--- src/include/flash_pkg.sv ---
// Constants, commands and timing for the host side of a 512K x 16 parallel flash.
// Assumes a 25 MHz system clock and a flash with internally timed program and erase.
package flash_pkg;
  // ---------------------------------------------------------------
  // Widths and pin bit positions
  // ---------------------------------------------------------------
  localparam int ADDR_W = 19;
  localparam int DATA_W = 16;
  localparam int POLL_BIT = 7;
  localparam int TOGGLE_BIT = 6;
  localparam int LOCK_BIT = 0;
  // ---------------------------------------------------------------
  // Command addresses and codes
  // ---------------------------------------------------------------
  localparam logic [18:0] UNLOCK_A1 = 19'h05555;
  localparam logic [18:0] UNLOCK_A2 = 19'h02aaa;
  localparam logic [7:0] UNLOCK_D1 = 8'haa;
  localparam logic [7:0] UNLOCK_D2 = 8'h55;
  localparam logic [7:0] CMD_SETUP = 8'h80;
  localparam logic [7:0] CMD_PROG = 8'ha0;
  localparam logic [7:0] CMD_ID_ENTRY = 8'h90;
  localparam logic [7:0] CMD_ID_EXIT = 8'hf0;
  localparam logic [7:0] CMD_CHIP = 8'h10;
  localparam logic [7:0] CMD_SECT = 8'h30;
  localparam logic [7:0] CMD_LOCK = 8'h40;
  localparam logic [7:0] UPPER_DONT_CARE = 8'h00;
  localparam logic [15:0] ERASED_WORD = 16'hffff;
  // ---------------------------------------------------------------
  // Boot block map for both variants
  // ---------------------------------------------------------------
  localparam logic [18:0] BOOT_LO_LAST = 19'h01fff;
  localparam logic [18:0] BOOT_HI_BASE = 19'h7e000;
  localparam logic [18:0] LOCK_STAT_LO = 19'h00002;
  localparam logic [18:0] LOCK_STAT_HI = 19'h7e002;
  // ---------------------------------------------------------------
  // Sequence lengths and user operations
  // ---------------------------------------------------------------
  localparam logic [2:0] LEN_READ = 3'h1;
  localparam logic [2:0] LEN_PROG = 3'h4;
  localparam logic [2:0] LEN_SIX = 3'h6;
  localparam logic [2:0] LEN_IDLOCK = 3'h5;
  localparam logic [2:0] STEP_LAST_UNLOCK = 3'h2;
  localparam logic [2:0] STEP_ID_READ = 3'h3;
  typedef enum logic [2:0] {
    OP_READ = 3'h0,
    OP_PROG = 3'h1,
    OP_CHIP = 3'h2,
    OP_SECT = 3'h3,
    OP_LOCK = 3'h4,
    OP_IDLOCK = 3'h5
  } op_t;
  // ---------------------------------------------------------------
  // Timing
  // ---------------------------------------------------------------
  localparam int CLK_NS = 40;
  localparam int CLK_MHZ = 25;
  localparam int CLK_KHZ = 25000;
  localparam int T_SETUP_NS = 40;
  localparam int T_WE_LOW_NS = 80;
  localparam int T_ACC_NS = 120;
  localparam int T_RST_LOW_NS = 500;
  localparam logic [7:0] SETUP_CYC = 8'((T_SETUP_NS + CLK_NS - 1) / CLK_NS);
  localparam logic [7:0] WE_LOW_CYC = 8'((T_WE_LOW_NS + CLK_NS - 1) / CLK_NS);
  localparam logic [7:0] ACC_CYC = 8'((T_ACC_NS + CLK_NS - 1) / CLK_NS);
  localparam logic [7:0] RST_LOW_CYC = 8'((T_RST_LOW_NS + CLK_NS - 1) / CLK_NS);
  localparam int T_PROG_MAX_US = 1000;
  localparam int T_ERASE_MAX_MS = 30000;
  localparam logic [31:0] PROG_TMO_CYC = 32'(T_PROG_MAX_US * CLK_MHZ);
  localparam logic [31:0] ERASE_TMO_CYC = 32'(T_ERASE_MAX_MS * CLK_KHZ);
  // ---------------------------------------------------------------
  // Bus cycle engine states
  // ---------------------------------------------------------------
  typedef enum logic [3:0] {
    B_IDLE = 4'b0001,
    B_SETUP = 4'b0010,
    B_STROBE = 4'b0100,
    B_HOLD = 4'b1000
  } bus_state_t;
  // ---------------------------------------------------------------
  // Command sequencer states
  // ---------------------------------------------------------------
  typedef enum logic [5:0] {
    S_IDLE = 6'b000001,
    S_ISSUE = 6'b000010,
    S_WAIT = 6'b000100,
    S_POLL = 6'b001000,
    S_PWAIT = 6'b010000,
    S_RST = 6'b100000
  } host_state_t;
endpackage : flash_pkg

--- src/include/flash_cyc_if.sv ---
// One bus cycle request and answer between the sequencer and the pin engine.
// Assumes both ends run on the same clock.
`timescale 1ns/1ns
interface flash_cyc_if;
  logic req;
  logic wr;
  logic [18:0] addr;
  logic [15:0] wdata;
  logic [15:0] rdata;
  logic done;
  modport seq (output req, output wr, output addr, output wdata, input rdata, input done);
  modport eng (input req, input wr, input addr, input wdata, output rdata, output done);
endinterface : flash_cyc_if

--- src/rtl/flash_bus_cycle.sv ---
// Pin engine: performs one write-strobe-controlled write or one read on the flash pins.
// Assumes a request only arrives while the previous one has answered.
`timescale 1ns/1ns
module flash_bus_cycle (
  input wire logic mclk_i,
  input wire logic sys_rst_i,
  flash_cyc_if.eng cyc,
  output logic ce_n_o,
  output logic oe_n_o,
  output logic we_n_o,
  output logic [18:0] addr_o,
  output logic [15:0] dq_o,
  output logic dq_oe_o,
  input wire logic [15:0] dq_i
);
  typedef struct packed {
    flash_pkg::bus_state_t st;
    logic wr;
    logic [7:0] cnt;
    logic ce_n;
    logic oe_n;
    logic we_n;
    logic [18:0] addr;
    logic [15:0] dq;
    logic dq_oe;
    logic [15:0] rdata;
    logic done;
  } bus_t;

  bus_t cur_ff;
  bus_t nxt_cur;

  always_comb begin
    nxt_cur = cur_ff;
    nxt_cur.done = 1'b0;
    case (cur_ff.st)
      flash_pkg::B_IDLE: begin
        // Deselected: chip select high keeps the flash in standby
        nxt_cur.ce_n = 1'b1;
        nxt_cur.oe_n = 1'b1;
        nxt_cur.we_n = 1'b1;
        nxt_cur.dq_oe = 1'b0;
        if (cyc.req) begin
          nxt_cur.wr = cyc.wr;
          nxt_cur.addr = cyc.addr;
          nxt_cur.dq = cyc.wdata;
          nxt_cur.ce_n = 1'b0;
          nxt_cur.oe_n = cyc.wr; // Output enable high during writes
          nxt_cur.dq_oe = cyc.wr; // Never drive data while the flash may drive
          nxt_cur.cnt = cyc.wr ? flash_pkg::SETUP_CYC : flash_pkg::ACC_CYC;
          nxt_cur.st = flash_pkg::B_SETUP;
        end
      end
      flash_pkg::B_SETUP: begin
        if (cur_ff.cnt > 8'h01) begin
          nxt_cur.cnt = cur_ff.cnt - 8'h01;
        end else if (cur_ff.wr) begin
          // Address is taken on this falling strobe, chip select already low
          nxt_cur.we_n = 1'b0;
          nxt_cur.cnt = flash_pkg::WE_LOW_CYC;
          nxt_cur.st = flash_pkg::B_STROBE;
        end else begin
          // Read data valid after access time with chip select and output enable low
          nxt_cur.rdata = dq_i;
          nxt_cur.oe_n = 1'b1;
          nxt_cur.ce_n = 1'b1;
          nxt_cur.st = flash_pkg::B_HOLD;
        end
      end
      flash_pkg::B_STROBE: begin
        if (cur_ff.cnt > 8'h01) begin
          nxt_cur.cnt = cur_ff.cnt - 8'h01;
        end else begin
          // Rising strobe latches data; data stays driven one more cycle for hold
          nxt_cur.we_n = 1'b1;
          nxt_cur.st = flash_pkg::B_HOLD;
        end
      end
      flash_pkg::B_HOLD: begin
        nxt_cur.ce_n = 1'b1;
        nxt_cur.dq_oe = 1'b0;
        nxt_cur.done = 1'b1;
        nxt_cur.st = flash_pkg::B_IDLE;
      end
      default: begin
        nxt_cur.st = flash_pkg::B_IDLE;
      end
    endcase
  end

  always_ff @(posedge mclk_i) begin
    if (sys_rst_i) begin
      cur_ff <= '{st: flash_pkg::B_IDLE, wr: 1'b0, cnt: 8'h00, ce_n: 1'b1, oe_n: 1'b1, we_n: 1'b1,
                  addr: 19'h00000, dq: 16'h0000, dq_oe: 1'b0, rdata: 16'h0000, done: 1'b0};
    end else begin
      cur_ff <= nxt_cur;
    end
  end

  assign ce_n_o = cur_ff.ce_n;
  assign oe_n_o = cur_ff.oe_n;
  assign we_n_o = cur_ff.we_n;
  assign addr_o = cur_ff.addr;
  assign dq_o = cur_ff.dq;
  assign dq_oe_o = cur_ff.dq_oe;
  assign cyc.rdata = cur_ff.rdata;
  assign cyc.done = cur_ff.done;
endmodule : flash_bus_cycle

--- src/rtl/flash_host_ctrl.sv ---
// Host controller for a 512K x 16 parallel flash: command sequences, polling, reset.
// Assumes the flash pins are wired directly; data pins resolved outside from dq_oe_o.
`timescale 1ns/1ns
module flash_host_ctrl #(
  parameter logic [31:0] PROG_TMO = flash_pkg::PROG_TMO_CYC,
  parameter logic [31:0] ERASE_TMO = flash_pkg::ERASE_TMO_CYC,
  parameter logic BOOT_TOP = 1'b0
) (
  input wire logic mclk_i,
  input wire logic sys_rst_i,
  input wire logic cmd_valid_i,
  input wire logic [2:0] cmd_op_i,
  input wire logic [18:0] cmd_addr_i,
  input wire logic [15:0] cmd_data_i,
  input wire logic abort_i,
  output logic busy_o,
  output logic done_o,
  output logic err_o,
  output logic [15:0] rdata_o,
  output logic locked_o,
  output logic flash_rst_n_o,
  output logic ce_n_o,
  output logic oe_n_o,
  output logic we_n_o,
  output logic [18:0] addr_o,
  output logic [15:0] dq_o,
  output logic dq_oe_o,
  input wire logic [15:0] dq_i
);
  // ---------------------------------------------------------------
  // State
  // ---------------------------------------------------------------
  typedef struct packed {
    flash_pkg::host_state_t st;
    logic [2:0] op;
    logic [18:0] addr;
    logic [15:0] wdata;
    logic [2:0] step;
    logic [15:0] prev;
    logic have_prev;
    logic [31:0] tmo;
    logic [7:0] rcnt;
    logic busy;
    logic done;
    logic err;
    logic [15:0] rdata;
    logic locked;
    logic rst_n;
    logic req;
    logic wr;
    logic [18:0] caddr;
    logic [15:0] cdata;
  } host_t;

  host_t cur_ff;
  host_t nxt_cur;
  flash_cyc_if cyc_bus ();

  // ---------------------------------------------------------------
  // Sequence table: {write, address, data} for each step
  // ---------------------------------------------------------------
  function automatic logic [35:0] seq_word(input logic [2:0] op, input logic [2:0] step,
                                           input logic [18:0] a, input logic [15:0] d);
    logic [7:0] code;
    code = flash_pkg::CMD_SETUP;
    case (op)
      flash_pkg::OP_PROG: code = flash_pkg::CMD_PROG;
      flash_pkg::OP_IDLOCK: code = flash_pkg::CMD_ID_ENTRY;
      default: code = flash_pkg::CMD_SETUP;
    endcase
    seq_word = {1'b1, flash_pkg::UNLOCK_A1, flash_pkg::UPPER_DONT_CARE, flash_pkg::UNLOCK_D1};
    if (op == flash_pkg::OP_READ) begin
      seq_word = {1'b0, a, 16'h0000};
    end else if (step == 3'h1 || (step == 3'h4 && op != flash_pkg::OP_IDLOCK)) begin
      seq_word = {1'b1, flash_pkg::UNLOCK_A2, flash_pkg::UPPER_DONT_CARE, flash_pkg::UNLOCK_D2};
    end else if (step == flash_pkg::STEP_LAST_UNLOCK) begin
      seq_word = {1'b1, flash_pkg::UNLOCK_A1, flash_pkg::UPPER_DONT_CARE, code};
    end else if (step == flash_pkg::STEP_ID_READ && op == flash_pkg::OP_IDLOCK) begin
      seq_word = {1'b0, BOOT_TOP ? flash_pkg::LOCK_STAT_HI : flash_pkg::LOCK_STAT_LO, 16'h0000};
    end else if (step == 3'h4 && op == flash_pkg::OP_IDLOCK) begin
      seq_word = {1'b1, a, flash_pkg::UPPER_DONT_CARE, flash_pkg::CMD_ID_EXIT};
    end else if (step == 3'h3 && op == flash_pkg::OP_PROG) begin
      seq_word = {1'b1, a, d};
    end else if (step == 3'h5) begin
      case (op)
        flash_pkg::OP_CHIP: seq_word = {1'b1, flash_pkg::UNLOCK_A1, flash_pkg::UPPER_DONT_CARE,
                                        flash_pkg::CMD_CHIP};
        flash_pkg::OP_SECT: seq_word = {1'b1, a, flash_pkg::UPPER_DONT_CARE, flash_pkg::CMD_SECT};
        default: seq_word = {1'b1, flash_pkg::UNLOCK_A1, flash_pkg::UPPER_DONT_CARE, flash_pkg::CMD_LOCK};
      endcase
    end
  endfunction : seq_word

  function automatic logic [2:0] seq_len(input logic [2:0] op);
    case (op)
      flash_pkg::OP_READ: seq_len = flash_pkg::LEN_READ;
      flash_pkg::OP_PROG: seq_len = flash_pkg::LEN_PROG;
      flash_pkg::OP_IDLOCK: seq_len = flash_pkg::LEN_IDLOCK;
      default: seq_len = flash_pkg::LEN_SIX;
    endcase
  endfunction : seq_len

  // ---------------------------------------------------------------
  // Next state
  // ---------------------------------------------------------------
  logic in_boot;
  logic [35:0] step_word;
  logic toggle_stopped;
  logic poll_true;
  logic is_prog;

  assign in_boot = BOOT_TOP ? (cmd_addr_i >= flash_pkg::BOOT_HI_BASE)
                            : (cmd_addr_i <= flash_pkg::BOOT_LO_LAST);
  assign step_word = seq_word(cur_ff.op, cur_ff.step, cur_ff.addr, cur_ff.wdata);
  assign is_prog = (cur_ff.op == flash_pkg::OP_PROG);
  assign toggle_stopped = cur_ff.have_prev &&
                          (cur_ff.prev[flash_pkg::TOGGLE_BIT] == cyc_bus.rdata[flash_pkg::TOGGLE_BIT]);
  // Program: poll bit shows the complement until true data; erase: zero until all ones
  assign poll_true = is_prog ? (cyc_bus.rdata[flash_pkg::POLL_BIT] == cur_ff.wdata[flash_pkg::POLL_BIT])
                             : (cyc_bus.rdata == flash_pkg::ERASED_WORD);

  always_comb begin
    nxt_cur = cur_ff;
    nxt_cur.done = 1'b0;
    nxt_cur.req = 1'b0;
    case (cur_ff.st)
      flash_pkg::S_IDLE: begin
        nxt_cur.busy = 1'b0;
        if (cmd_valid_i) begin
          nxt_cur.op = cmd_op_i;
          nxt_cur.addr = cmd_addr_i;
          nxt_cur.wdata = cmd_data_i;
          nxt_cur.step = 3'h0;
          nxt_cur.err = 1'b0;
          nxt_cur.have_prev = 1'b0;
          nxt_cur.tmo = (cmd_op_i == flash_pkg::OP_PROG) ? PROG_TMO : ERASE_TMO;
          if (cur_ff.locked && in_boot &&
              (cmd_op_i == flash_pkg::OP_PROG || cmd_op_i == flash_pkg::OP_SECT)) begin
            nxt_cur.err = 1'b1;
            nxt_cur.done = 1'b1;
          end else begin
            nxt_cur.busy = 1'b1;
            nxt_cur.st = flash_pkg::S_ISSUE;
          end
        end
      end
      flash_pkg::S_ISSUE: begin
        nxt_cur.req = 1'b1;
        nxt_cur.wr = step_word[35];
        nxt_cur.caddr = step_word[34:16];
        nxt_cur.cdata = step_word[15:0];
        nxt_cur.st = flash_pkg::S_WAIT;
      end
      flash_pkg::S_WAIT: begin
        if (cyc_bus.done) begin
          if (!cur_ff.wr) begin
            nxt_cur.rdata = cyc_bus.rdata;
          end
          if (cur_ff.op == flash_pkg::OP_IDLOCK && cur_ff.step == flash_pkg::STEP_ID_READ) begin
            nxt_cur.locked = cyc_bus.rdata[flash_pkg::LOCK_BIT];
          end
          if (cur_ff.step == seq_len(cur_ff.op) - 3'h1) begin
            // Lockout sets state with no internal operation, so no polling is needed
            if (cur_ff.op == flash_pkg::OP_PROG || cur_ff.op == flash_pkg::OP_CHIP ||
                cur_ff.op == flash_pkg::OP_SECT) begin
              nxt_cur.st = flash_pkg::S_POLL;
            end else begin
              if (cur_ff.op == flash_pkg::OP_LOCK) begin
                nxt_cur.locked = 1'b1;
              end
              nxt_cur.done = 1'b1;
              nxt_cur.st = flash_pkg::S_IDLE;
            end
          end else begin
            nxt_cur.step = cur_ff.step + 3'h1;
            nxt_cur.st = flash_pkg::S_ISSUE;
          end
        end
      end
      flash_pkg::S_POLL: begin
        nxt_cur.req = 1'b1;
        nxt_cur.wr = 1'b0;
        nxt_cur.caddr = cur_ff.addr; // Command address, the last loaded location except for chip erase
        nxt_cur.st = flash_pkg::S_PWAIT;
      end
      flash_pkg::S_PWAIT: begin
        if (cur_ff.tmo != 32'h0) begin
          nxt_cur.tmo = cur_ff.tmo - 32'h1;
        end
        if (cyc_bus.done) begin
          nxt_cur.prev = cyc_bus.rdata;
          nxt_cur.have_prev = 1'b1;
          nxt_cur.rdata = cyc_bus.rdata;
          if (toggle_stopped && poll_true) begin
            nxt_cur.done = 1'b1;
            nxt_cur.st = flash_pkg::S_IDLE;
          end else if (cur_ff.tmo == 32'h0) begin
            // Stuck operation: reset the flash rather than poll forever
            nxt_cur.err = 1'b1;
            nxt_cur.rst_n = 1'b0;
            nxt_cur.rcnt = flash_pkg::RST_LOW_CYC;
            nxt_cur.st = flash_pkg::S_RST;
          end else begin
            nxt_cur.st = flash_pkg::S_POLL;
          end
        end
      end
      flash_pkg::S_RST: begin
        if (cur_ff.rcnt > 8'h01) begin
          nxt_cur.rcnt = cur_ff.rcnt - 8'h01;
        end else begin
          nxt_cur.rst_n = 1'b1;
          nxt_cur.done = 1'b1;
          nxt_cur.st = flash_pkg::S_IDLE;
        end
      end
      default: begin
        nxt_cur.st = flash_pkg::S_IDLE;
      end
    endcase
    // Abort waits for the pin engine to finish so the strobe never glitches
    if (abort_i && cur_ff.st != flash_pkg::S_RST && cur_ff.st != flash_pkg::S_ISSUE &&
        cur_ff.st != flash_pkg::S_POLL && !(cur_ff.st == flash_pkg::S_WAIT && !cyc_bus.done) &&
        !(cur_ff.st == flash_pkg::S_PWAIT && !cyc_bus.done)) begin
      nxt_cur.rst_n = 1'b0;
      nxt_cur.rcnt = flash_pkg::RST_LOW_CYC;
      nxt_cur.busy = 1'b1;
      nxt_cur.done = 1'b0;
      nxt_cur.err = (cur_ff.st == flash_pkg::S_PWAIT);
      nxt_cur.st = flash_pkg::S_RST;
    end
  end

  always_ff @(posedge mclk_i) begin
    if (sys_rst_i) begin
      cur_ff <= '{st: flash_pkg::S_IDLE, op: 3'h0, addr: 19'h00000, wdata: 16'h0000, step: 3'h0,
                  prev: 16'h0000, have_prev: 1'b0, tmo: 32'h0, rcnt: 8'h00, busy: 1'b0, done: 1'b0,
                  err: 1'b0, rdata: 16'h0000, locked: 1'b0, rst_n: 1'b1, req: 1'b0, wr: 1'b0,
                  caddr: 19'h00000, cdata: 16'h0000};
    end else begin
      cur_ff <= nxt_cur;
    end
  end

  // ---------------------------------------------------------------
  // Pin engine
  // ---------------------------------------------------------------
  assign cyc_bus.req = cur_ff.req;
  assign cyc_bus.wr = cur_ff.wr;
  assign cyc_bus.addr = cur_ff.caddr;
  assign cyc_bus.wdata = cur_ff.cdata;

  flash_bus_cycle u_cycle (
    .mclk_i(mclk_i),
    .sys_rst_i(sys_rst_i),
    .cyc(cyc_bus),
    .ce_n_o(ce_n_o),
    .oe_n_o(oe_n_o),
    .we_n_o(we_n_o),
    .addr_o(addr_o),
    .dq_o(dq_o),
    .dq_oe_o(dq_oe_o),
    .dq_i(dq_i)
  );

  assign busy_o = cur_ff.busy;
  assign done_o = cur_ff.done;
  assign err_o = cur_ff.err;
  assign rdata_o = cur_ff.rdata;
  assign locked_o = cur_ff.locked;
  assign flash_rst_n_o = cur_ff.rst_n;
endmodule : flash_host_ctrl

--- config.mk ---
export PLATFORM = sky130hd
export DESIGN_NAME = flash_host_ctrl
export DESIGN_NICKNAME = d
export VERILOG_FILES = /design/src/include/flash_pkg.sv /design/src/include/flash_cyc_if.sv /design/src/rtl/flash_bus_cycle.sv /design/src/rtl/flash_host_ctrl.sv
export SDC_FILE = /design/constraint.sdc
export NUM_CORES = 1
export LEC_CHECK = 0
export BUFFER_PORTS_ARGS = -buffer_cell sky130_fd_sc_hd__buf_2
export CORE_MARGIN = 2
export CORE_UTILIZATION = 55
export DETAILED_ROUTE_END_ITERATION = 10
export PLACE_DENSITY = 0.73
export SYNTH_ARGS = -nofsm -noshare
export SYNTH_HDL_FRONTEND = slang
export SYNTH_SLANG_ARGS = --single-unit
--- constraint.sdc ---
create_clock -name mclk_i -period 2.8 [get_ports mclk_i]
set_clock_uncertainty 0.1 [all_clocks]
set_input_delay 0.14 -clock mclk_i [delete_from_list [all_inputs] [get_ports mclk_i]]
set_output_delay 0.14 -clock mclk_i [all_outputs]
set_load 0.02 [all_outputs]
Yosys cells after proc, flatten, opt, wreduce, memory -nomap -nowiden. Index checks and enable logic that the tools add are counted.

Multiply operators: 0. Reduce and logical (&&, ||, !) cells: 58. Multiplexer cells: 86. Bitwise operators: 2. Divide/modulo/power cells: 0. Add/subtract/negate cells: 5. Eq/ne operators: 56. $lt $le $gt $ge: 3. Shifts and indexed selects: 0.

Operator list (count): $mux 36 (4); $mux 35 (3); $pmux 35 s2 (1); $pmux 33 s2 (1); $mux 8 (7); $mux 47 (1); $mux 6 (7); $pmux 21 s2 (1); $pmux 6 s6 (1); $mux 33 (1); $logic_not 32->1 (1); $mux 32 (1); $pmux 16 s2 (1); $reduce_bool 32->1 (1); $sub 32x1->32 const B (1); $mux 30 (1); $reduce_and 5->1 (6); $ne 2x2->1 const B (13); $mux 1 (24); $pmux 8 s3 (1); $mux 4 (5); $le 19x13->1 const B (1); $mux 18 (1); $mux 3 (6); 51 further kinds (120).

Latch bits: 0. Memories kept: 0. Memory bits (read-only): 0. Logic and storage cells: 242. Bits in registers: 222. Memory bits (writable): 0.

Longest topological paths before layout.
Depth in word-level cells: 10. Mapped depth: 11. Gate-level depth less buffers: 8.

Cells and area by module. A second synthesis with hierarchy kept.

Cells, all modules: 1261. Area total of the unflattened synthesis: 10251.1 um^2.

Modules (own cells, without submodules): flash_host_ctrl (cells an instance 886, area an instance 7068.0 um^2, times used 1); flash_bus_cycle (cells an instance 375, area an instance 3183.1 um^2, times used 1).

Worst setup path before layout. No wires, ideal clock.

Kind: register to register. Start: reg cur_ff[117] (netlist bit). End: reg cur_ff (netlist bit cyc_bus.wdata[10]). Setup slack: 423 ps. Data arrival time: 2212 ps. Period minus slack after synthesis: 2377 ps. Stages on the path, launching flop included: 11. Required time: 2635 ps. Setup time: 65 ps. Buffers on the path: 2. Cells stage by stage: dfxtp_1 > clkbuf_1 > inv_1 > ha_1 > nor4bb_1 > nand2_1 > nor2_1 > and2_1 > clkbuf_1 > a22oi_1 > nor2_1.

Longest elaborated chain between the ends: 8.

RTL lines: from (decl) (RTL line flash_host_ctrl.sv:55) `host_t cur_ff;`; from (signal assigned) (RTL line flash_host_ctrl.sv:236) `cur_ff <= '{st: flash_pkg::S_IDLE, op: 3'h0, addr: 19'h00000, wdata: 16'h0000, step: 3'h0,`; from (signal assigned) (RTL line flash_host_ctrl.sv:241) `cur_ff <= nxt_cur;`; $eq 3x3->1 or $eq 3x2->1 (tied branches) (RTL line flash_host_ctrl.sv:84, flash_host_ctrl.sv:78, flash_host_ctrl.sv:82); $mux 35 or $logic_and 1x1->1 (tied branches) (RTL line flash_host_ctrl.sv:84, flash_host_ctrl.sv:82); $mux 35 (RTL line flash_host_ctrl.sv:82) `end else if (step == 3'h3 && op == flash_pkg::OP_PROG) begin`; $mux 35 (RTL line flash_host_ctrl.sv:80) `end else if (step == 3'h4 && op == flash_pkg::OP_IDLOCK) begin`; $mux 36 (RTL line flash_host_ctrl.sv:78) `end else if (step == flash_pkg::STEP_ID_READ && op == flash_pkg::OP_IDLOCK) begin`; $mux 36 (RTL line flash_host_ctrl.sv:76) `end else if (step == flash_pkg::STEP_LAST_UNLOCK) begin`; $mux 36 * (RTL line flash_host_ctrl.sv:74) `end else if (step == 3'h1 || (step == 3'h4 && op != flash_pkg::OP_IDLOCK)) begin`; $mux 36 * (RTL line flash_host_ctrl.sv:72) `if (op == flash_pkg::OP_READ) begin`.

Every way passes the cells marked *; elsewhere a longest branch is shown, timed or not. A chain may end at the register's enable or synchronous reset.

Final worst setup path.
Start: reg cur_ff[66] (netlist bit). End: reg cur_ff[60] (netlist bit).

Longest elaborated chain between the ends: 3.

RTL lines: $logic_not 32->1 (RTL line flash_host_ctrl.sv:197) `end else if (cur_ff.tmo == 32'h0) begin`; $ne 3x2->1 (no line); $reduce_and 5->1 (no line).

No other way between the ends.

==> impl_results.md <==
- Status: completed
- Fin. max-slew vios: 0
- Area of the multi-input gates: just under 5000 sq um
- Clk slew on worst S/H paths: 0.06 ns
- CP max FO: 7
- Worst EP arrival: ~2.9 ns
- Dpl ws: 0.288 ns
- Hold crit path type: in2reg
- Hold path start: sys_rst_i
- CTS tree: done
- Nets: 1397
- Final instance area: 11700 sq um
- Sequential cell area: 4320 sq um
- ANT nets after route: 0
- Worst setup margin: approximately 0.25 ns
- Placed Area: 10400 sq um
- Initial DRC count: 653
- TritonRoute pass-1 iters: 5
- GRT Residual Overflow: 0
- Total number of yosys warnings: 0
- Setup CP Type: reg2reg
- PortBufs: 117
- Setup crit end kind: register
- Total wire length: between 20 and 30 mm
- Setup TNS: 0 ns
- Num rows: 49
- H-Tree Depth: 1
- Die ar.: 19100 sq um
- DP HPWL: 16.1 mm
- Cell taking the most area after synthesis: dfxtp_1
- Via/cell ratio: 5.66
- CP max stage delay: 0.55 ns
- Worst R2R Setup Slack: 0.25 ns
- Final Util: 65.5%
- P&R area growth vs syn: 17.8%
- Share of cells above drive strength 1: 15.7%
- Final Hold Viols: 0
- Post-synthesis instance area: 9910 sq um
- RSZ-0062 raised after global routing: false
- Synth area leaders: dfxtp_1, nand2_1, a21oi_1
- Gpl congestion: 0.896
- Max Freq: 392 MHz
- Synth top area share: between 40 and 50%
- Leak Pwr: 4.42 nW
- Final min period: ~2.6 ns
- FF-to-FF End: cur_ff[60]$_SDFFE_PP0P_
- Post-CTS Setup Bufs: 0
- Tot GR Track Use: 25.4%
- Max-cap viol count: 0
- Hold-critical path endpoint: cur_ff[117]$_SDFFE_PP0P_
- Die width: 138 microns
- DRC viols: 0
- Max_slew headroom: 49.6%
- Cell variety after synth: 73
- Power density cells: 635 nW/um^2
- Required time of the critical path: roughly 3.1 ns
- Max clock buf depth: 3
- Pin count of the biggest net entering global routing: about 110
- Max VDD drop: 548 uV
- Avg Inst Size Synth: just over 8 sq um
- Startpoint Class: register
- Async SR Flop Fraction: 0%
- Routed vias: 8910
- Reg2Reg Launch Point: cur_ff[66]$_SDFFE_PP0P_
- Vias in the first global route: 8414
- Hold depth: 2
- Sequential share of the synthesized area: approximately 44%
- Setup-failing EPs final: 0
- Die Ht: 138 microns
- Flop and latch count out of synthesis: ~220
- I/O pins: between 100 and 150
- Wire per inst: 16.0 microns
- Cells after synthesis: 1228
- Final period util: 91.2%
- Fill count: approximately 1400
- CTS sink cnt: between 200 and 250
- Worst-margin pin slew: 0.757 ns
- Ant. Diodes: 0
- CTS root buf: clkbuf_16
- Global-route wire length before repair: roughly 41 mm
- Worst skew pair latency: 0.51 ns
- CTS Buf Count: 22
- Top FF cell, synth: dfxtp_1
- Slowest cell on the critical path: or3b_2
- Initial antenna violation count: 0
- Initial core utilization: between 50 and 60%
- Sequence of cells on the critical path: inv_1 -> ha_1 -> or3b_2 -> nor2_2 -> and4b_1 -> a31oi_1 -> mux2_4 -> a221oi_2
- Post-synth EDFFs: 0
- Core Area: around 18000 sq um
- Cells on worst reg2reg path: 8
- Synthesized net count: roughly 1300
routing by layer:
| metal | vias to the layer above | wire, microns | track usage (%) |
|---|---|---|---|
| met2 | 315 | 11400 | 39.9 |
| met5 | - | 0 | 0 |
| met4 | 0 | 660 | 8.92 |
| met3 | 61 | 1710 | 4.50 |
| met1 | 4131 | 11400 | 35.5 |
| li1 | 4403 | - | - |
logic make-up (layout without fill, tap and decap cells):
group / count (synthesis) / after routing / share of synthesized area, %
AND/OR/NAND/NOR: 541 / 541 / 26.5
AO/OA/AOI/OAI: 271 / 271 / 16.4
flip-flops: 216 / 216 / 43.6
buffers and inverters: 142 / 259 / 7.64
XOR/XNOR: 28 / 28 / 2.47
multiplexers: 20 / 20 / 2.07
adder cells (fa/ha/maj): 10 / 10 / 1.26
how the worst max path moves through the flow:
stage | start | depth (start not counted) | endpoint
after detailed placement | cur_ff[66]$_SDFFE_PP0P_ | 8 | cur_ff[60]$_SDFFE_PP0P_
after CTS | cur_ff[160]$_SDFFE_PP0P_ | 7 | cur_ff[95]$_SDFFE_PP0P_
after global routing | cur_ff[160]$_SDFFE_PP0P_ | 7 | cur_ff[82]$_SDFFE_PP0P_
after global placement | cur_ff[62]$_SDFFE_PP0P_ | 6 | cur_ff[156]$_SDFFE_PP1P_
after floorplan | cur_ff[117]$_SDFFE_PP0P_ | 10 | cyc_bus.wdata[10]$_SDFFE_PP0P_
final | cur_ff[66]$_SDFFE_PP0P_ | 8 | cur_ff[60]$_SDFFE_PP0P_
area by class of cell:
| class | instances | share of cell area (%) |
|---|---|---|
| timing repair buffer | 203 | 12.0 |
| tap | 229 | 2.45 |
| clock buffer | 31 | 5.60 |
| clock inverter | 9 | 0.911 |
| multi-input combinational | 870 | 41.5 |
| inverter | 16 | 0.514 |
| sequential | 216 | 37.0 |
layout by cell type (no fill, tap or decap), types with 19 or more instances in the layout:
master / netlist / routed
nand2_1: 232 / 232
dfxtp_1: 216 / 216
a21oi_1: 140 / 140
nor2_1: 122 / 121
buf_2: 11 / 116
dlygate4sd3_1: 0 / 54
o21ai_0: 31 / 31
nor3_1: 30 / 30
buf_4: 54 / 30
xnor2_1: 23 / 23
clkbuf_16: 0 / 22
nand3_1: 20 / 19
mux2i_1: 19 / 19
synth_stat cells (11+ instances only):
cell type	number
buf_2	11
a31oi_1	15
a21oi_1	140
buf_4	54
nor4_1	16
mux2i_1	19
xnor2_1	23
clkbuf_1	57
o21ai_0	31
nand2b_1	15
nor2_1	122
inv_1	16
nand4_1	11
nand3_1	20
nor2b_1	15
dfxtp_1	216
a22oi_1	15
nor3_1	30
nand2_1	232
power breakdown:
| group | total, mW | internal, mW | switching, mW |
|---|---|---|---|
| Sequential | 3.30 | 3.19 | 0.111 |
| Clock | 3.04 | 1.82 | 1.22 |
| Combinational | 1.08 | 0.445 | 0.637 |
through the flow:
stage	power, mW	std cells	hold slack (ns)
after floorplan	4.07	1228	0.176
after global placement	4.35	1480	0.273
after detailed placement	4.36	1480	0.280
after CTS	7.44	1574	0.0142
after global routing	7.70	1574	0.0459
final	7.42	1574	0.0139
sequential cells by signal (all words and copies together) (netlist names), 13 cells and up:
signal,count
cyc_bus.addr,19
u_cycle.cur_ff,13
u_cycle.cyc.rdata,16
u_cycle.addr_o,19
u_cycle.dq_o,16
rdata_o,16
cyc_bus.wdata,16
cur_ff,89
critical path, delay by kind of cell (launching register included):
kind	cells	cell delay, ns
AND/OR/NAND/NOR	3	1.04
AO/OA/AOI/OAI	2	0.42
flip-flops	1	0.34
multiplexers	1	0.32
adder cells (fa/ha/maj)	1	0.18
buffers and inverters	1	0.06
what timing repair did:
item                                    in CTS  in global routing
gates resized for setup                      0                  2
hold buffers                                54                  0
hold endpoints to repair                    54                  0
endpoints found under the setup margin       0                 12
No activity file was read; power rests on OpenSTA's default activity.
